**config.mk**
```make
export PLATFORM = sky130hd
export DESIGN_NAME = debug_trigger_status_unit
export DESIGN_NICKNAME = d
export VERILOG_FILES = /design/src/dbg_trig_pkg.sv /design/src/debug_trigger_status_unit.sv
export SDC_FILE = /design/constraint.sdc
export NUM_CORES = 1
export LEC_CHECK = 0
export BUFFER_PORTS_ARGS = -buffer_cell sky130_fd_sc_hd__buf_4
export CAP_MARGIN = 20
export CORE_UTILIZATION = 61
export DETAILED_ROUTE_END_ITERATION = 6
export GPL_ROUTABILITY_DRIVEN = 1
export GPL_TIMING_DRIVEN = 0
export MAX_ROUTING_LAYER = met4
export PLACE_DENSITY_LB_ADDON = 0.05
export SETUP_SLACK_MARGIN = 0.3
export SLEW_MARGIN = 20
export SYNTH_ARGS = -nofsm -noshare
export SYNTH_HDL_FRONTEND = slang
export SYNTH_SLANG_ARGS = --single-unit
```
**constraint.sdc**
```tcl
create_clock -name pclk -period 8.3 [get_ports pclk]
set_clock_uncertainty 0.1 [all_clocks]
set_input_delay 1.66 -clock pclk [delete_from_list [all_inputs] [get_ports pclk]]
set_output_delay 1.66 -clock pclk [all_outputs]
set_load 0.02 [all_outputs]
```
**src/dbg_trig_pkg.sv**
```systemverilog
package dbg_trig_pkg;
  // register byte addresses
  localparam logic [7:0] ADDR_TRIGGER_SETUP = 8'h00;
  localparam logic [7:0] ADDR_CAPTURE_STATUS = 8'h04;
  localparam logic [7:0] ADDR_DEBUG_CONTROL = 8'h08;
  localparam logic [7:0] ADDR_FIFO_HIGH = 8'h0C;
  localparam logic [7:0] ADDR_FIFO_LOW = 8'h10;
  // trigger setup fields
  localparam int TS_QUAL_BIT = 7;
  localparam int TS_BEGIN_BIT = 6;
  localparam logic [7:0] TS_WRITE_MASK = 8'hCF;
  localparam logic [7:0] TS_RESET = 8'h00;
  // debug control fields
  localparam int DC_ENABLE_BIT = 7;
  localparam int DC_ARM_BIT = 6;
  localparam logic [7:0] DC_RESET = 8'h00;
  // status fields
  localparam int ST_AF_BIT = 7;
  localparam int ST_BF_BIT = 6;
  localparam int ST_CAPTURE_ACTIVE_FLAG_BIT = 5;
  // fifo
  localparam int FIFO_DEPTH = 8;
  localparam logic [3:0] CNT_FULL = 4'h8;
  // trigger modes
  localparam logic [3:0] MODE_A_ONLY = 4'h0;
  localparam logic [3:0] MODE_A_OR_B = 4'h1;
  localparam logic [3:0] MODE_A_THEN_B = 4'h2;
  localparam logic [3:0] MODE_EVENT_B = 4'h3;
  localparam logic [3:0] MODE_A_THEN_EVENT_B = 4'h4;
  localparam logic [3:0] MODE_A_AND_B = 4'h5;
  localparam logic [3:0] MODE_A_AND_NOT_B = 4'h6;
  localparam logic [3:0] MODE_INSIDE = 4'h7;
  localparam logic [3:0] MODE_OUTSIDE = 4'h8;

  typedef struct packed {
    logic access;
    logic executed;
    logic [15:0] address;
    logic [7:0] data;
  } bus_obs_t;

  typedef enum logic [1:0] {
    RUN_IDLE,
    RUN_WAIT_A,
    RUN_WAIT_TRIG,
    RUN_STORE
  } run_state_t;
endpackage

```
**src/debug_trigger_status_unit.sv**
```systemverilog
// Contract
// - setup readable always, written only unarmed
// - setup bits 4 and 5 read zero
// - qualify set: trigger only on executed opcode
// - begin bit selects begin or end trace
// - event-only modes always begin trace
// - mode field decodes nine comparator modes
// - modes 7, 8 inside and outside range
// - status register ignores writes
// - A flag clears at start, sets on match
// - B flag clears at start, sets on match
// - armed flag mirrors capture enable
// - armed sets on arm, clears at end
// - begin ends on full, end on trigger
// - writing zero to enables stops run
// - valid count clears at start, counts words
// - valid count not decremented by reads
// - low byte read advances, high does not
// - enable refused while device secured
// - qualify select unchanged by break requests
//
// The implementer's own choices: the APB slave port and the address map.
`timescale 1ns/1ps
`default_nettype none
module debug_trigger_status_unit (
  // apb
  input wire logic pclk,
  input wire logic presetn,
  input wire logic pclk_en,
  input wire logic psel,
  input wire logic penable,
  input wire logic pwrite,
  input wire logic [7:0] paddr,
  input wire logic [31:0] pwdata,
  output logic [31:0] prdata,
  output logic pready,
  output logic pslverr,
  // cpu bus observation and comparators
  input wire dbg_trig_pkg::bus_obs_t bus_obs,
  input wire logic [15:0] comp_a_value,
  input wire logic [15:0] comp_b_value,
  input wire logic mcu_secure,
  // status out
  output logic capture_armed,
  output logic run_done
);
  logic [7:0] trigger_setup;
  logic [7:0] debug_control_reg;
  logic comp_a_match_flag;
  logic comp_b_hit_flag;
  logic [3:0] fifo_valid_words;
  logic [15:0] fifo_mem [dbg_trig_pkg::FIFO_DEPTH];
  logic [2:0] wr_ptr;
  logic [2:0] rd_ptr;
  dbg_trig_pkg::run_state_t state;
  dbg_trig_pkg::run_state_t next_state;

  // bus decode
  // effects land on the edge that completes the access
  wire acc = psel && penable && pready && pclk_en;
  wire wr = acc && pwrite;
  wire rd = acc && !pwrite;
  wire hit_ts = paddr == dbg_trig_pkg::ADDR_TRIGGER_SETUP;
  wire hit_st = paddr == dbg_trig_pkg::ADDR_CAPTURE_STATUS;
  wire hit_dc = paddr == dbg_trig_pkg::ADDR_DEBUG_CONTROL;
  wire hit_fh = paddr == dbg_trig_pkg::ADDR_FIFO_HIGH;
  wire hit_fl = paddr == dbg_trig_pkg::ADDR_FIFO_LOW;
  wire mapped = hit_ts || hit_st || hit_dc || hit_fh || hit_fl;

  wire dbg_en = debug_control_reg[dbg_trig_pkg::DC_ENABLE_BIT];
  wire arm = debug_control_reg[dbg_trig_pkg::DC_ARM_BIT];
  wire [3:0] mode = trigger_setup[3:0];
  wire qual = trigger_setup[dbg_trig_pkg::TS_QUAL_BIT];
  wire begin_sel = trigger_setup[dbg_trig_pkg::TS_BEGIN_BIT];

  // comparator matches, qualified by opcode execution
  wire raw_a = bus_obs.access && bus_obs.address == comp_a_value;
  wire raw_b = bus_obs.access && bus_obs.address == comp_b_value;
  wire ok = !qual || bus_obs.executed;
  wire match_a = raw_a && ok;
  wire match_b = raw_b && ok;
  wire in_rng = bus_obs.access && bus_obs.address >= comp_a_value &&
    bus_obs.address <= comp_b_value && ok;
  wire out_rng = bus_obs.access && (bus_obs.address < comp_a_value ||
    bus_obs.address > comp_b_value) && ok;
  // data match in full modes uses the data byte against b low byte
  wire data_b = bus_obs.data == comp_b_value[7:0];

  function automatic logic event_mode(input logic [3:0] m);
    event_mode = m == dbg_trig_pkg::MODE_EVENT_B ||
      m == dbg_trig_pkg::MODE_A_THEN_EVENT_B;
  endfunction

  wire is_begin = begin_sel || event_mode(mode);

  // trigger decode per mode; sequenced modes wait for a first
  logic trig;
  logic needs_a_first;
  always_comb begin
    trig = 1'b0;
    needs_a_first = 1'b0;
    case (mode)
      dbg_trig_pkg::MODE_A_ONLY: trig = match_a;
      dbg_trig_pkg::MODE_A_OR_B: trig = match_a || match_b;
      dbg_trig_pkg::MODE_A_THEN_B: begin
        trig = match_b;
        needs_a_first = 1'b1;
      end
      dbg_trig_pkg::MODE_EVENT_B: trig = match_b;
      dbg_trig_pkg::MODE_A_THEN_EVENT_B: begin
        trig = match_b;
        needs_a_first = 1'b1;
      end
      dbg_trig_pkg::MODE_A_AND_B: trig = match_a && data_b;
      dbg_trig_pkg::MODE_A_AND_NOT_B: trig = match_a && !data_b;
      dbg_trig_pkg::MODE_INSIDE: trig = in_rng;
      dbg_trig_pkg::MODE_OUTSIDE: trig = out_rng;
      default: trig = 1'b0;
    endcase
  end

  wire running = state != dbg_trig_pkg::RUN_IDLE;
  wire fifo_full = fifo_valid_words == dbg_trig_pkg::CNT_FULL;
  wire event_store = event_mode(mode) ? match_b : bus_obs.access;
  wire store = running && bus_obs.access && event_store &&
    (state == dbg_trig_pkg::RUN_STORE || !is_begin) &&
    (!is_begin || !fifo_full);
  wire [15:0] store_word = event_mode(mode) ? {8'h00, bus_obs.data} :
    bus_obs.address;
  wire start = wr && hit_dc && pwdata[dbg_trig_pkg::DC_ARM_BIT] &&
    pwdata[dbg_trig_pkg::DC_ENABLE_BIT] && !mcu_secure && !running;
  // manual stop when either control written zero
  wire stop = wr && hit_dc && (!pwdata[dbg_trig_pkg::DC_ARM_BIT] ||
    !pwdata[dbg_trig_pkg::DC_ENABLE_BIT]);
  wire fill_done = store &&
    fifo_valid_words == dbg_trig_pkg::CNT_FULL - 4'h1;
  // begin trace ends on full, end trace on trigger
  wire finish = running && !stop &&
    ((is_begin && fill_done) ||
     (!is_begin && state == dbg_trig_pkg::RUN_WAIT_TRIG && trig));

  always_comb begin
    next_state = state;
    case (state)
      dbg_trig_pkg::RUN_IDLE:
        if (start) begin
          next_state = needs_a_first ? dbg_trig_pkg::RUN_WAIT_A :
            dbg_trig_pkg::RUN_WAIT_TRIG;
        end
      dbg_trig_pkg::RUN_WAIT_A:
        if (match_a) begin
          next_state = dbg_trig_pkg::RUN_WAIT_TRIG;
        end
      dbg_trig_pkg::RUN_WAIT_TRIG:
        if (trig && is_begin) begin
          next_state = dbg_trig_pkg::RUN_STORE;
        end
      dbg_trig_pkg::RUN_STORE: next_state = state;
      default: next_state = dbg_trig_pkg::RUN_IDLE;
    endcase
    if (stop || finish) begin
      next_state = dbg_trig_pkg::RUN_IDLE;
    end
  end

  always_ff @(posedge pclk or negedge presetn) begin
    if (!presetn) begin
      state <= dbg_trig_pkg::RUN_IDLE;
    end else if (pclk_en) begin
      state <= next_state;
    end
  end

  // setup only writable while unarmed; bits 4,5 masked
  always_ff @(posedge pclk or negedge presetn) begin
    if (!presetn) begin
      trigger_setup <= dbg_trig_pkg::TS_RESET;
    end else if (wr && hit_ts && !arm) begin
      trigger_setup <= pwdata[7:0] & dbg_trig_pkg::TS_WRITE_MASK;
    end
  end

  // control: arm drops at run end; enable refused when secured
  always_ff @(posedge pclk or negedge presetn) begin
    if (!presetn) begin
      debug_control_reg <= dbg_trig_pkg::DC_RESET;
    end else if (wr && hit_dc) begin
      debug_control_reg <= pwdata[7:0];
      debug_control_reg[dbg_trig_pkg::DC_ENABLE_BIT] <=
        pwdata[dbg_trig_pkg::DC_ENABLE_BIT] && !mcu_secure;
      debug_control_reg[dbg_trig_pkg::DC_ARM_BIT] <=
        pwdata[dbg_trig_pkg::DC_ARM_BIT] &&
        pwdata[dbg_trig_pkg::DC_ENABLE_BIT] && !mcu_secure;
    end else if (pclk_en && finish) begin
      debug_control_reg[dbg_trig_pkg::DC_ARM_BIT] <= 1'b0;
    end
  end

  // flags: start clears, a match sets the same edge it is seen
  always_ff @(posedge pclk or negedge presetn) begin
    if (!presetn) begin
      comp_a_match_flag <= 1'b0;
      comp_b_hit_flag <= 1'b0;
      fifo_valid_words <= 4'h0;
      wr_ptr <= 3'h0;
    end else if (pclk_en) begin
      if (start) begin
        comp_a_match_flag <= 1'b0;
        comp_b_hit_flag <= 1'b0;
        fifo_valid_words <= 4'h0;
        wr_ptr <= 3'h0;
      end else begin
        if (running && match_a) comp_a_match_flag <= 1'b1;
        if (running && match_b) comp_b_hit_flag <= 1'b1;
        if (store) begin
          // end trace wraps: count saturates at eight
          wr_ptr <= wr_ptr + 3'h1;
          if (fifo_valid_words != dbg_trig_pkg::CNT_FULL) begin
            fifo_valid_words <= fifo_valid_words + 4'h1;
          end
        end
      end
    end
  end

  // end trace keeps filling circularly over the oldest word
  always_ff @(posedge pclk) begin
    if (pclk_en && store) begin
      fifo_mem[wr_ptr] <= store_word;
    end
  end

  // low byte read advances the read pointer; never while running
  wire adv = rd && hit_fl && !running;
  always_ff @(posedge pclk or negedge presetn) begin
    if (!presetn) begin
      rd_ptr <= 3'h0;
    end else if (start) begin
      rd_ptr <= 3'h0;
    end else if (pclk_en && store && fifo_full) begin
      // a wrap overwrites the oldest word, so reading starts after it
      rd_ptr <= wr_ptr + 3'h1;
    end else if (adv) begin
      rd_ptr <= rd_ptr + 3'h1;
    end
  end

  // read mux; status has no write path at all
  wire [7:0] status_byte = {comp_a_match_flag, comp_b_hit_flag,
    arm && dbg_en, 1'b0, fifo_valid_words};
  wire [15:0] fifo_word = fifo_mem[rd_ptr];
  wire [7:0] rd_byte = hit_ts ? trigger_setup :
    hit_st ? status_byte :
    hit_dc ? debug_control_reg :
    hit_fh ? fifo_word[15:8] :
    hit_fl ? fifo_word[7:0] : 8'h00;

  always_ff @(posedge pclk or negedge presetn) begin
    if (!presetn) begin
      prdata <= 32'h0000_0000;
      pready <= 1'b0;
      pslverr <= 1'b0;
      capture_armed <= 1'b0;
      run_done <= 1'b0;
    end else if (pclk_en) begin
      // one wait state: ready is registered at the end of the first access cycle, high in the second
      pready <= psel && penable && !pready;
      pslverr <= psel && penable && !pready && !mapped;
      prdata <= {24'h000000, rd_byte};
      capture_armed <= next_state != dbg_trig_pkg::RUN_IDLE;
      run_done <= finish;
    end
  end

  property p_setup_locked;
    @(posedge pclk) disable iff (!presetn)
    arm |=> $stable(trigger_setup);
  endproperty
  a_setup_locked: assert property (p_setup_locked)
    else $error("setup changed while armed");

  property p_reserved_zero;
    @(posedge pclk) disable iff (!presetn)
    trigger_setup[5:4] == 2'b00;
  endproperty
  a_reserved_zero: assert property (p_reserved_zero)
    else $error("reserved setup bits nonzero");

  property p_start_clears;
    @(posedge pclk) disable iff (!presetn)
    start |=> !comp_a_match_flag && !comp_b_hit_flag &&
      fifo_valid_words == 4'h0;
  endproperty
  a_start_clears: assert property (p_start_clears)
    else $error("status not cleared at start");

  property p_a_sets;
    @(posedge pclk) disable iff (!presetn)
    pclk_en && running && match_a && !start |=> comp_a_match_flag;
  endproperty
  a_a_sets: assert property (p_a_sets)
    else $error("a flag missed match");

  property p_b_sets;
    @(posedge pclk) disable iff (!presetn)
    pclk_en && running && match_b && !start |=> comp_b_hit_flag;
  endproperty
  a_b_sets: assert property (p_b_sets)
    else $error("b flag missed match");

  property p_stop;
    @(posedge pclk) disable iff (!presetn)
    stop |=> !running && !status_byte[dbg_trig_pkg::ST_CAPTURE_ACTIVE_FLAG_BIT];
  endproperty
  a_stop: assert property (p_stop)
    else $error("run not stopped");

  property p_count_max;
    @(posedge pclk) disable iff (!presetn)
    fifo_valid_words <= dbg_trig_pkg::CNT_FULL;
  endproperty
  a_count_max: assert property (p_count_max)
    else $error("count above eight");

  property p_count_hold;
    @(posedge pclk) disable iff (!presetn)
    !running && !start |=> $stable(fifo_valid_words);
  endproperty
  a_count_hold: assert property (p_count_hold)
    else $error("count moved while idle");

  property p_secure;
    @(posedge pclk) disable iff (!presetn)
    mcu_secure && wr && hit_dc |=> !dbg_en;
  endproperty
  a_secure: assert property (p_secure)
    else $error("enable set while secured");

  property p_begin_full;
    @(posedge pclk) disable iff (!presetn)
    pclk_en && is_begin && fill_done && running && !stop |=> !running;
  endproperty
  a_begin_full: assert property (p_begin_full)
    else $error("begin run did not end on full");

  c_start: cover property (@(posedge pclk) start);
  c_finish: cover property (@(posedge pclk) finish);
  c_full: cover property (@(posedge pclk) fifo_full);
  c_stop: cover property (@(posedge pclk) stop && running);
endmodule
`default_nettype wire

```
==> reports/qor.yml, run 1 <==
cts_buffer_depth: 2
comb_power_share_pct: 8.9
seq_power_share_pct: 50.2
cts_sinks: 168
cts_buffers: 17
startpoint_type: "input port"
fin_util_pct: 75.8
antenna_found_initial: 0
switching_share_pct: 23.1
dp_hpwl_mm: 14.2
max_cap_viol_count: 0
path_class: "in -> reg"
r2r_setup_slack_ns: 5.37
use_met2_pct: 48.3
worstSkewPairLatency_ns: 0.43
cpPeakStageDelay_ns: 0.57
yosysSeqAreaShare_pct: 57.6
crit_path_frequent_cell: "buf_4"
p_int_w: 0.00140
dr_total_vias: 5658
synth_seq_cells: 168
fillers: 848
async_flop_share_pct: 23.8
die_x_um: 119
reg2regPathDepth: 11
leakagePower_nw: 4.05
ctsHoldBuffers: 0
firstDrtPassIters: 6
setup_violations: 0
placedCellCount: 919
use_met1_pct: 37.2
die_y_um: 119
r2r-end: "fifo_mem[5][15]"
routabilityCongestion: 0.959
reg2reg_from: "fifo_valid_words[0]"
p_total_w: 0.00182
drc: 0
synth_top_area_share_pct: 45.7
coreArea_um2: 13300
diodes: 0
yosysUniqueCellTypes: 68
routedWlPerCell_um: 20.4
arrival_ns: 4.49
cts.clk_slew.worst_paths_ns: 0.06
post_cts_resized: 0
ios: 141
slew_violations: 0
gr-usage-met3_pct: 6.75
tns_ns: 0
gr-max-usage-layer: "met2"
yosys.area.top_type: "edfxtp_1"
syn_inst: 614
rsz0062_at_grt: "false"
track_usage_pct: 29.7
layout-area-overhead-vs-synth_pct: 20.4
post-route-period-util_pct: 53.6
ant_nets: 0
io_buffers: 92
largest_reg_flops: 128
final_cell_mix: "edfxtp_1 (128), buf_4 (126), inv_1 (40), dfrtp_1 (40), ha_1 (36)"
worstHoldPathType: "reg -> reg"
required_ns: 8.34
ir_drop_mv: 0.157
hold_viol: 0
hold_path_startpoint: "prdata[5]"
syn_area_per_cell_um2: 13.7
fin_nets: 903
rows: 42
dieArea_um2: 14300
powerDensity_nw_per_um2: 180
via_per_inst: 5.96
slew_headroom_pct: 33.5
yosysWarningCount: 0
cp_max_fo: 10
crit_path_cell_trace: "buf_4, ha_1, nand4_1, nor4_2, a21boi_1, o22ai_1, and3_1, buf_6, nand2_1, nor3b_2, buf_4, buf_4"
hold_slack_ns: 0.395
grt_pass1_wl_mm: 29.9
synth_edf_count: 128
final_common_cell: "edfxtp_1"
postCtsSetupBuffers: 0
start_util_pct: 63.0
cts_tree: "built"
critPathLaunch: "bus_obs[19]"
grt_pass1_vias: 5568
crit_slowest_cell: "nor4_2"
syn_area_um2: 8400
drt_iter0_markers: 555
grt_max_degree: 41
finalCriticalPeriod_ns: 4.45
netSwitchingPower_w: 0.000419
layout.cells.non_filler: 950
synth_ff_type: "edfxtp_1"
status: "finished clean"
clkPwrFrac_pct: 40.9
fmax_mhz: 225
wl_mm: 19.4
worstMarginPinSlew_ns: 0.987
htreeDepth: 4
drive_above_1_share_pct: 31.4
synthTopCellsByArea: "edfxtp_1 (46%), dfrtp_1 (12%), mux4_2 (8.6%), ha_1 (5.4%), mux2_2 (2.8%)"
grt-ovfl-total: 0
endpoint: "fifo_mem[5][15]"
endpoint_kind: "flop"
root_buffer: "clkbuf_16"
[cells by family (layout without fill, tap and decap cells)]
| logic type | after synthesis | count (layout) | synth area share (%) |
|---|---|---|---|
| flip-flops | 168 | 168 | 57.6 |
| adder cells (fa/ha/maj) | 36 | 36 | 5.36 |
| AND/OR/NAND/NOR | 133 | 133 | 8.75 |
| multiplexers | 69 | 69 | 13.3 |
| buffers and inverters | 91 | 228 | 5.61 |
| other | 1 | 24 | 0.0446 |
| AO/OA/AOI/OAI | 102 | 102 | 7.83 |
| XOR/XNOR | 14 | 14 | 1.46 |
[cell usage after synthesis (3+ instances only)]
cell      instances
o21ai_0          18
o22ai_1           6
nor2b_1          11
a211oi_1          3
xor2_1            9
inv_1            40
xnor2_1           5
mux2_2           21
o21a_1            3
a31oi_1           8
nor2_1           26
nor4_1            4
edfxtp_1        128
dfrtp_1          40
nand2_1          34
clkbuf_1         11
buf_6             3
mux4_2           32
a21oi_1          30
o21ai_1           4
buf_4            26
mux2i_1          16
buf_2             8
nand2b_1          6
ha_1             36
a21o_1            4
o211ai_1          3
nand4_1          11
nand3_1           9
nor3_1            6
nor3b_1           4
and3_1            3
[area by class of cell]
| cell class | instances | area, um2 | share of cell area [%] |
|---|---|---|---|
| clock buffers | 18 | 429 | 4.24 |
| repair buffers | 106 | 826 | 8.16 |
| clock inverters | 13 | 119 | 1.17 |
| well taps | 176 | 220 | 2.18 |
| multi-input cells | 378 | 3210 | 31.7 |
| inverters | 41 | 154 | 1.52 |
| flip-flops and latches | 168 | 4840 | 47.9 |
| plain buffers | 50 | 318 | 3.14 |
[worst max-delay path, delay by kind of cell]
kind                       cells  cell delay, ns
and+or+nand+nor                5            1.50
AOI/OAI and AO/OA              2            0.26
adders and majority gates      1            0.32
buffers and inverters          4            0.72
[routing by layer]
metal	vias up	part of all wire (%)
li1	2574	-
met1	2765	39
met2	288	50
met3	31	8.0
met4	0	2.2
met5	-	0
[power groups by stage]
| stage | Sequential, W | Combinational, W | Clock, W |
|---|---|---|---|
| CTS | 0.000913 | 0.000161 | 0.000750 |
| finish | 0.000913 | 0.000161 | 0.000744 |
| global route | 0.000913 | 0.000176 | 0.000779 |
| floorplan | 0.000934 | 0.0000861 | 0 |
| global placement | 0.000930 | 0.000154 | 0 |
| detailed placement | 0.000930 | 0.000160 | 0 |
[worst min path at each step]
| stage | end | depth (start not counted) |
|---|---|---|
| after floorplan | comp_b_hit_flag | 2 |
| after global placement | prdata[5] | 1 |
| after detailed placement | prdata[5] | 1 |
| after CTS | prdata[5] | 1 |
| after global routing | debug_control_reg[1] | 1 |
| final | prdata[5] | 1 |
[through the flow]
stage                     cell area, um2  worst slack (ns)
after detailed placement            9570              3.48
final                              10100              3.85
after global placement              9400              1.84
after CTS                          10100              3.88
after global routing               10100              3.64
after floorplan                     8490              3.42
No activity file was read; power rests on OpenSTA's default activity.
==> run 2: changes to the inputs <==
--- a/config.mk
+++ b/config.mk
@@ -5,9 +5,10 @@
 export SDC_FILE = /design/constraint.sdc
 export NUM_CORES = 1
 export LEC_CHECK = 0
+export ABC_AREA = 1
 export BUFFER_PORTS_ARGS = -buffer_cell sky130_fd_sc_hd__buf_4
 export CAP_MARGIN = 20
-export CORE_UTILIZATION = 61
+export CORE_UTILIZATION = 57
 export DETAILED_ROUTE_END_ITERATION = 6
 export GPL_ROUTABILITY_DRIVEN = 1
 export GPL_TIMING_DRIVEN = 0
==> constraint.sdc (replaced) <==
create_clock -name pclk -period 4.64 [get_ports pclk]
set_clock_uncertainty 0.1 [all_clocks]
set_input_delay 0.928 -clock pclk [delete_from_list [all_inputs] [get_ports pclk]]
set_output_delay 0.928 -clock pclk [all_outputs]
set_load 0.02 [all_outputs]
==> run 2 against run 1 <==
The run now ends with design-rule violations left. Power increased by 130%. Cell area rose by 1.7%. Synthesized area is 2.3% higher. First-iteration DRC count grew 38%. Setup slack worse by 2.6 ns. Via count rose by 22%. Wire length grew 14%. Die area increased by 9.3%. Critical path depth grew 1. Non-clock buffer count fell by 2. Clock-buffer cell count decreased by 1. Clock power increased by 77%. Largest cell class unchanged.
==> reports/qor.yml, run 2 <==
synthTopCellsByArea: "edfxtp_1 (45%), dfrtp_1 (12%), nand2_1 (6.3%), ha_1 (5.2%), o21ai_0 (5.1%)"
endpoint_kind: "flop"
drive_above_1_share_pct: 18.5
setup_violations: 0
start_util_pct: 58.7
yosysSeqAreaShare_pct: 56.4
firstDrtPassIters: 7
io_buffers: 92
leakagePower_nw: 4.45
drt_iter0_markers: 764
dieArea_um2: 15600
routedWlPerCell_um: 17.9
reg2reg_from: "trigger_setup[0]"
worstSkewPairLatency_ns: 0.43
root_buffer: "clkbuf_16"
crit_path_cell_trace: "buf_4, ha_1, nand2_1, nor2_1, nand4_1, inv_1, nand4_1, nand2_1, nand2_2, nor2_4, nand2_1, nor2_2, buf_8"
via_per_inst: 5.62
path_class: "in -> reg"
postCtsSetupBuffers: 0
syn_inst: 888
rows: 44
layout-area-overhead-vs-synth_pct: 19.7
rsz0062_at_grt: "false"
placedCellCount: 1197
yosysWarningCount: 0
grt_max_degree: 41
worstMarginPinSlew_ns: 0.991
cts_tree: "built"
syn_area_um2: 8600
diodes: 0
grt-ovfl-total: 0
syn_area_per_cell_um2: 9.68
synth_seq_cells: 168
met1_length_mm: 9.29
wl_mm: 22.0
ios: 141
violations: "design-rule violations"
yosys.area.top_type: "edfxtp_1"
coreArea_um2: 14600
cts_buffers: 17
die_y_um: 125
reg2regPathDepth: 10
ir_drop_mv: 0.285
post_cts_resized: 0
fillers: 1164
dr_total_vias: 6913
grt_pass1_wl_mm: 34.7
grt_pass1_vias: 6526
synth_top_area_share_pct: 44.7
fmax_mhz: 298
final_cell_mix: "nand2_1 (144), edfxtp_1 (128), buf_4 (120)"
slew_headroom_pct: 33.2
met2_wirelength_mm: 10.4
ant_nets: 0
crit_path_frequent_cell: "nand2_1"
drc: 22
cpPeakStageDelay_ns: 0.51
seq_area_um2: 4840
synth_common_cells: "nand2_1 (144), edfxtp_1 (128), nor2_1 (111)"
final_common_cell: "nand2_1"
htreeDepth: 4
crit_slowest_cell: "nor2_2"
cts_buffer_depth: 2
r2r-end: "fifo_mem[4][6]"
finalCriticalPeriod_ns: 3.36
cp_max_fo: 9
fin_util_pct: 70.3
routabilityCongestion: 0.906
dr_wl_met3_mm: 1.87
fin_nets: 1173
path_buf_inv: 3
multi_input_area_um2: 3140
powerDensity_nw_per_um2: 400
track_usage_pct: 30.7
cts_sinks: 168
startpoint_type: "input port"
final_cell_area_um2: 10300
arrival_ns: 3.39
hold_viol: 0
yosysUniqueCellTypes: 47
place_area_um2: 9750
layout.cells.non_filler: 1229
dp_hpwl_mm: 15.9
synth_most_common_cell: "nand2_1"
cts.clk_slew.worst_paths_ns: 0.06
slew_violations: 0
async_flop_share_pct: 23.8
r2r_setup_slack_ns: 1.77
die_x_um: 125
antenna_found_initial: 0
ctsHoldBuffers: 0
synth_edf_count: 128
max_cap_viol_count: 0
post-route-period-util_pct: 72.3
cp_top_family: "simple AND/OR/NAND/NOR gates"
synth_ff_type: "edfxtp_1"
largest_reg_flops: 128
required_ns: 4.68
status: "finished, violations left"
top_layer_used: "met4"
worstHoldPathType: "in -> async"
## run 2: cell types whose count changed after synthesis, moves of 9 or more
cell / delta
a21oi_1: +10
clkbuf_1: +13
o21ai_0: +70
nand3_1: +21
inv_1: +67
mux2i_1: -15
o221ai_1: +18
mux4_2: -32
mux2_2: -21
nor2_1: +85
o22ai_1: +9
nand2_1: +110
nor2b_1: -11
## run 2: final cells by class
cell class                 count  area share [%]
timing repair buffer         102            7.84
clock inverter                15            1.17
multi-input combinational    576            30.5
tap                          184            2.24
inverter                     115            4.21
buffer                        52            2.80
sequential                   168            47.1
clock buffer                  17            4.13
## run 2: routing by layer
layer / vias to the layer above / GRT usage [%]
li1: 3285 / -
met1: 3258 / 40.6
met2: 338 / 48.1
met3: 32 / 5.37
met4: 0 / 10.8
met5: - / -
## run 2: metrics by stage
step	power (W)	TNS (ns)	setup slack, ns	hold slack, ns
floorplan	0.00243	0	0.906	0.342
CTS	0.00410	0	1.33	0.376
detailed placement	0.00280	0	0.890	0.361
global placement	0.00277	-17.76	-0.578	0.355
finish	0.00411	0	1.28	0.375
global route	0.00430	0	1.06	0.404
## run 2: worst register-to-register path, cell delays in order (launching register included)
cell	delay, ns
dfrtp_1	0.46
nand2_1	0.13
inv_1	0.08
a21oi_4	0.31
inv_2	0.15
nand2_1	0.14
nand2_2	0.09
nor2_4	0.16
nand2_1	0.19
nor2_2	0.51
buf_8	0.25
## run 2: logic make-up after synthesis
logic type,Yosys count,synth area share [%]
buffers and inverters,167,8.38
xor gates and xnor gates,11,1.12
muxes,1,0.116
other,1,0.0436
and+or+nand+nor,322,16.1
adders and majority gates,36,5.24
AOI/OAI and AO/OA,182,12.6
DFF,168,56.4
## run 2: how the worst max path moves through the flow
stage	from	slack [ns]	end	cells after the start
after floorplan	comp_b_value[15]	0.91	fifo_mem[0][0]	12
after CTS	bus_obs[23]	1.33	fifo_mem[4][8]	13
after detailed placement	bus_obs[23]	0.89	fifo_mem[4][9]	13
final	bus_obs[23]	1.28	fifo_mem[4][6]	13
after global placement	bus_obs[23]	-0.58	fifo_mem[0][6]	12
after global routing	bus_obs[23]	1.06	fifo_mem[4][8]	13
## run 2: power breakdown
part	switching, W	leakage, nW	internal, W
Clock	0.000622	0.258	0.000695
Sequential	0.0000707	1.65	0.00169
Combinational	0.000682	2.54	0.000350
Total	0.00137	4.45	0.00274
==> run 3: changes to the inputs <==
--- a/config.mk
+++ b/config.mk
@@ -5,7 +5,7 @@
 export SDC_FILE = /design/constraint.sdc
 export NUM_CORES = 1
 export LEC_CHECK = 0
-export ABC_AREA = 1
+export ABC_AREA = 0
 export BUFFER_PORTS_ARGS = -buffer_cell sky130_fd_sc_hd__buf_4
 export CAP_MARGIN = 20
 export CORE_UTILIZATION = 57
==> constraint.sdc (replaced) <==
create_clock -name pclk -period 3.1 [get_ports pclk]
set_clock_uncertainty 0.1 [all_clocks]
set_input_delay 0.62 -clock pclk [delete_from_list [all_inputs] [get_ports pclk]]
set_output_delay 0.62 -clock pclk [all_outputs]
set_load 0.02 [all_outputs]
==> run 3 against run 2 <==
Register-to-register slack worse by 1.4 ns. Highest routed layer unchanged. Clock power is 64% higher. Core utilization is 1.9 points higher. Global-route usage is 2.6 points lower. Critical path type unchanged. Die area is 2.2% lower. Largest power group unchanged. Non-clock buffer count is 2 higher. Sequential cell count stayed put. Sequential share of layout area is 0.72 points lower. Wire length is 11% lower. Combinational power is 57% lower. Clock-buffer cell count stayed put. Final cell count is 22% lower. The run now ends clean.
==> reports/qor.yml, run 3 (same netlist as run 1, synthesis figures left out) <==
status: "finished clean"
cts_tree: "built"
powerDensity_nw_per_um2: 483
slew_headroom_pct: 47.7
path_class: "in -> reg"
io_buffers: 92
max_cap_viol_count: 0
dp_hpwl_mm: 13.4
place_area_um2: 9560
fin_util_pct: 72.2
r2r-end: "fifo_mem[2][0]"
required_ns: 3.14
final_cell_area_um2: 10500
htreeDepth: 4
reg2reg_from: "trigger_setup[0]"
r2r_setup_slack_ns: 0.42
crit_slowest_cell: "nor4_4"
clkPwrFrac_pct: 42.7
hold_slack_ns: 0.0690
fillers: 1031
routabilityCongestion: 0.898
drt_iter0_markers: 572
startpoint_type: "input port"
reg2regPathDepth: 7
netSwitchingPower_w: 0.00118
ios: 141
dr_total_vias: 5622
multi_input_area_um2: 3370
grt_pass1_vias: 5480
drc: 0
final_cell_mix: "edfxtp_1 (128), buf_4 (122), dfrtp_1 (40)"
largest_reg_flops: 128
ir_drop_mv: 0.441
leakagePower_nw: 4.11
die_x_um: 123
grt_pass1_wl_mm: 29.3
layout-area-overhead-vs-synth_pct: 24.4
rows: 44
drive_above_1_share_pct: 34.1
routedWlPerCell_um: 20.5
p_int_w: 0.00386
rsz0062_at_grt: "false"
antenna_found_initial: 0
die_y_um: 123
worstHoldPathType: "in -> async"
cpPeakStageDelay_ns: 0.41
crit_path_cell_trace: "buf_4, ha_4, nand4_1, nor4_4, a21boi_1, o22ai_1, and3_1, buf_6, nand2_8, nor3_4, clkbuf_16"
ctsHoldBuffers: 0
ant_nets: 0
seq_power_share_pct: 48.4
root_buffer: "clkbuf_16"
dieArea_um2: 15200
grt-ovfl-total: 0
cts.clk_slew.worst_paths_ns: 0.07
final_common_cell: "edfxtp_1"
via_per_inst: 5.86
arrival_ns: 2.84
endpoint_kind: "flop"
slew_violations: 0
cts_sinks: 168
pre_cts_ws_ns: -0.811
comb_power_share_pct: 8.8
wl_mm: 19.7
seq_area_um2: 4840
cp_max_fo: 8
firstDrtPassIters: 5
cts_buffer_depth: 2
setup_violations: 0
diodes: 0
switching_share_pct: 23.5
worstSkewPairLatency_ns: 0.42
start_util_pct: 58.0
worstMarginPinSlew_ns: 0.784
fin_nets: 903
hold_viol: 0
post-route-period-util_pct: 90.3
cts_buffers: 17
coreArea_um2: 14500
fmax_mhz: 357
finalCriticalPeriod_ns: 2.80
track_usage_pct: 28.1
layout_setup_ws_ns: 0.301
grt_max_degree: 41
[run 3: power by group through the flow]
stage                     Sequential [W]  Clock (W)  Combinational [W]
after floorplan                  0.00250          0           0.000237
after global placement           0.00249          0           0.000425
after detailed placement         0.00249          0           0.000436
after CTS                        0.00244    0.00218           0.000441
after global routing             0.00244    0.00227           0.000490
final                            0.00244    0.00216           0.000445
[run 3: worst max-delay path: cells and delay by family]
family	cells	cell delay [ns]
AOI/OAI and AO/OA	2	0.23
adders and majority gates	1	0.26
buffers and inverters	3	0.54
and+or+nand+nor	5	1.16
[run 3: cell type report]
cell class	count	share of cell area, %
Buffer	50	3.09
Clock buffer	17	4.07
Clock inverter	15	1.74
Inverter	41	1.62
Multi-Input combinational cell	378	32.2
Sequential cell	168	46.4
Tap cell	184	2.20
Timing Repair Buffer	106	8.69
[run 3: worst max-delay path by stage]
stage	from	to	slack, ns	cells past startpoint
2_1_floorplan	comp_b_value[11]	fifo_mem[2][0]	0.09	10
3_3_place_gp	comp_b_value[11]	fifo_mem[2][2]	-0.80	11
3_5_place_dp	comp_b_value[11]	fifo_mem[2][7]	-0.81	11
4_1_cts	bus_obs[21]	debug_control_reg[6]	0.30	10
5_1_grt	bus_obs[17]	fifo_mem[1][6]	0.27	11
6_report	bus_obs[18]	fifo_mem[1][0]	0.30	11
[run 3: per-stage QoR]
stage | std cells | TNS [ns] | total power (W)
6_report | 959 | 0 | 0.00504
5_1_grt | 959 | 0 | 0.00521
4_1_cts | 956 | 0 | 0.00506
3_5_place_dp | 913 | -93.84 | 0.00293
3_3_place_gp | 913 | -93.38 | 0.00292
2_1_floorplan | 637 | 0 | 0.00274
[run 3: repair_timing]
item | CTS | global route
cloned | 0 | 1
hold endpoints to repair | 0 | 0
resized for setup | 3 | 15
pin swaps | 9 | 8
setup endpoints to repair | 128 | 118
setup buffers | 11 | 2
[run 3: per-layer routing]
metal / vias up / routed length [um] / global-route usage, %
li1: 2579 / - / -
met1: 2761 / 8220 / 35.3
met2: 250 / 9760 / 45.0
met3: 32 / 1280 / 6.13
met4: 0 / 440 / 10.2
met5: - / 0 / -
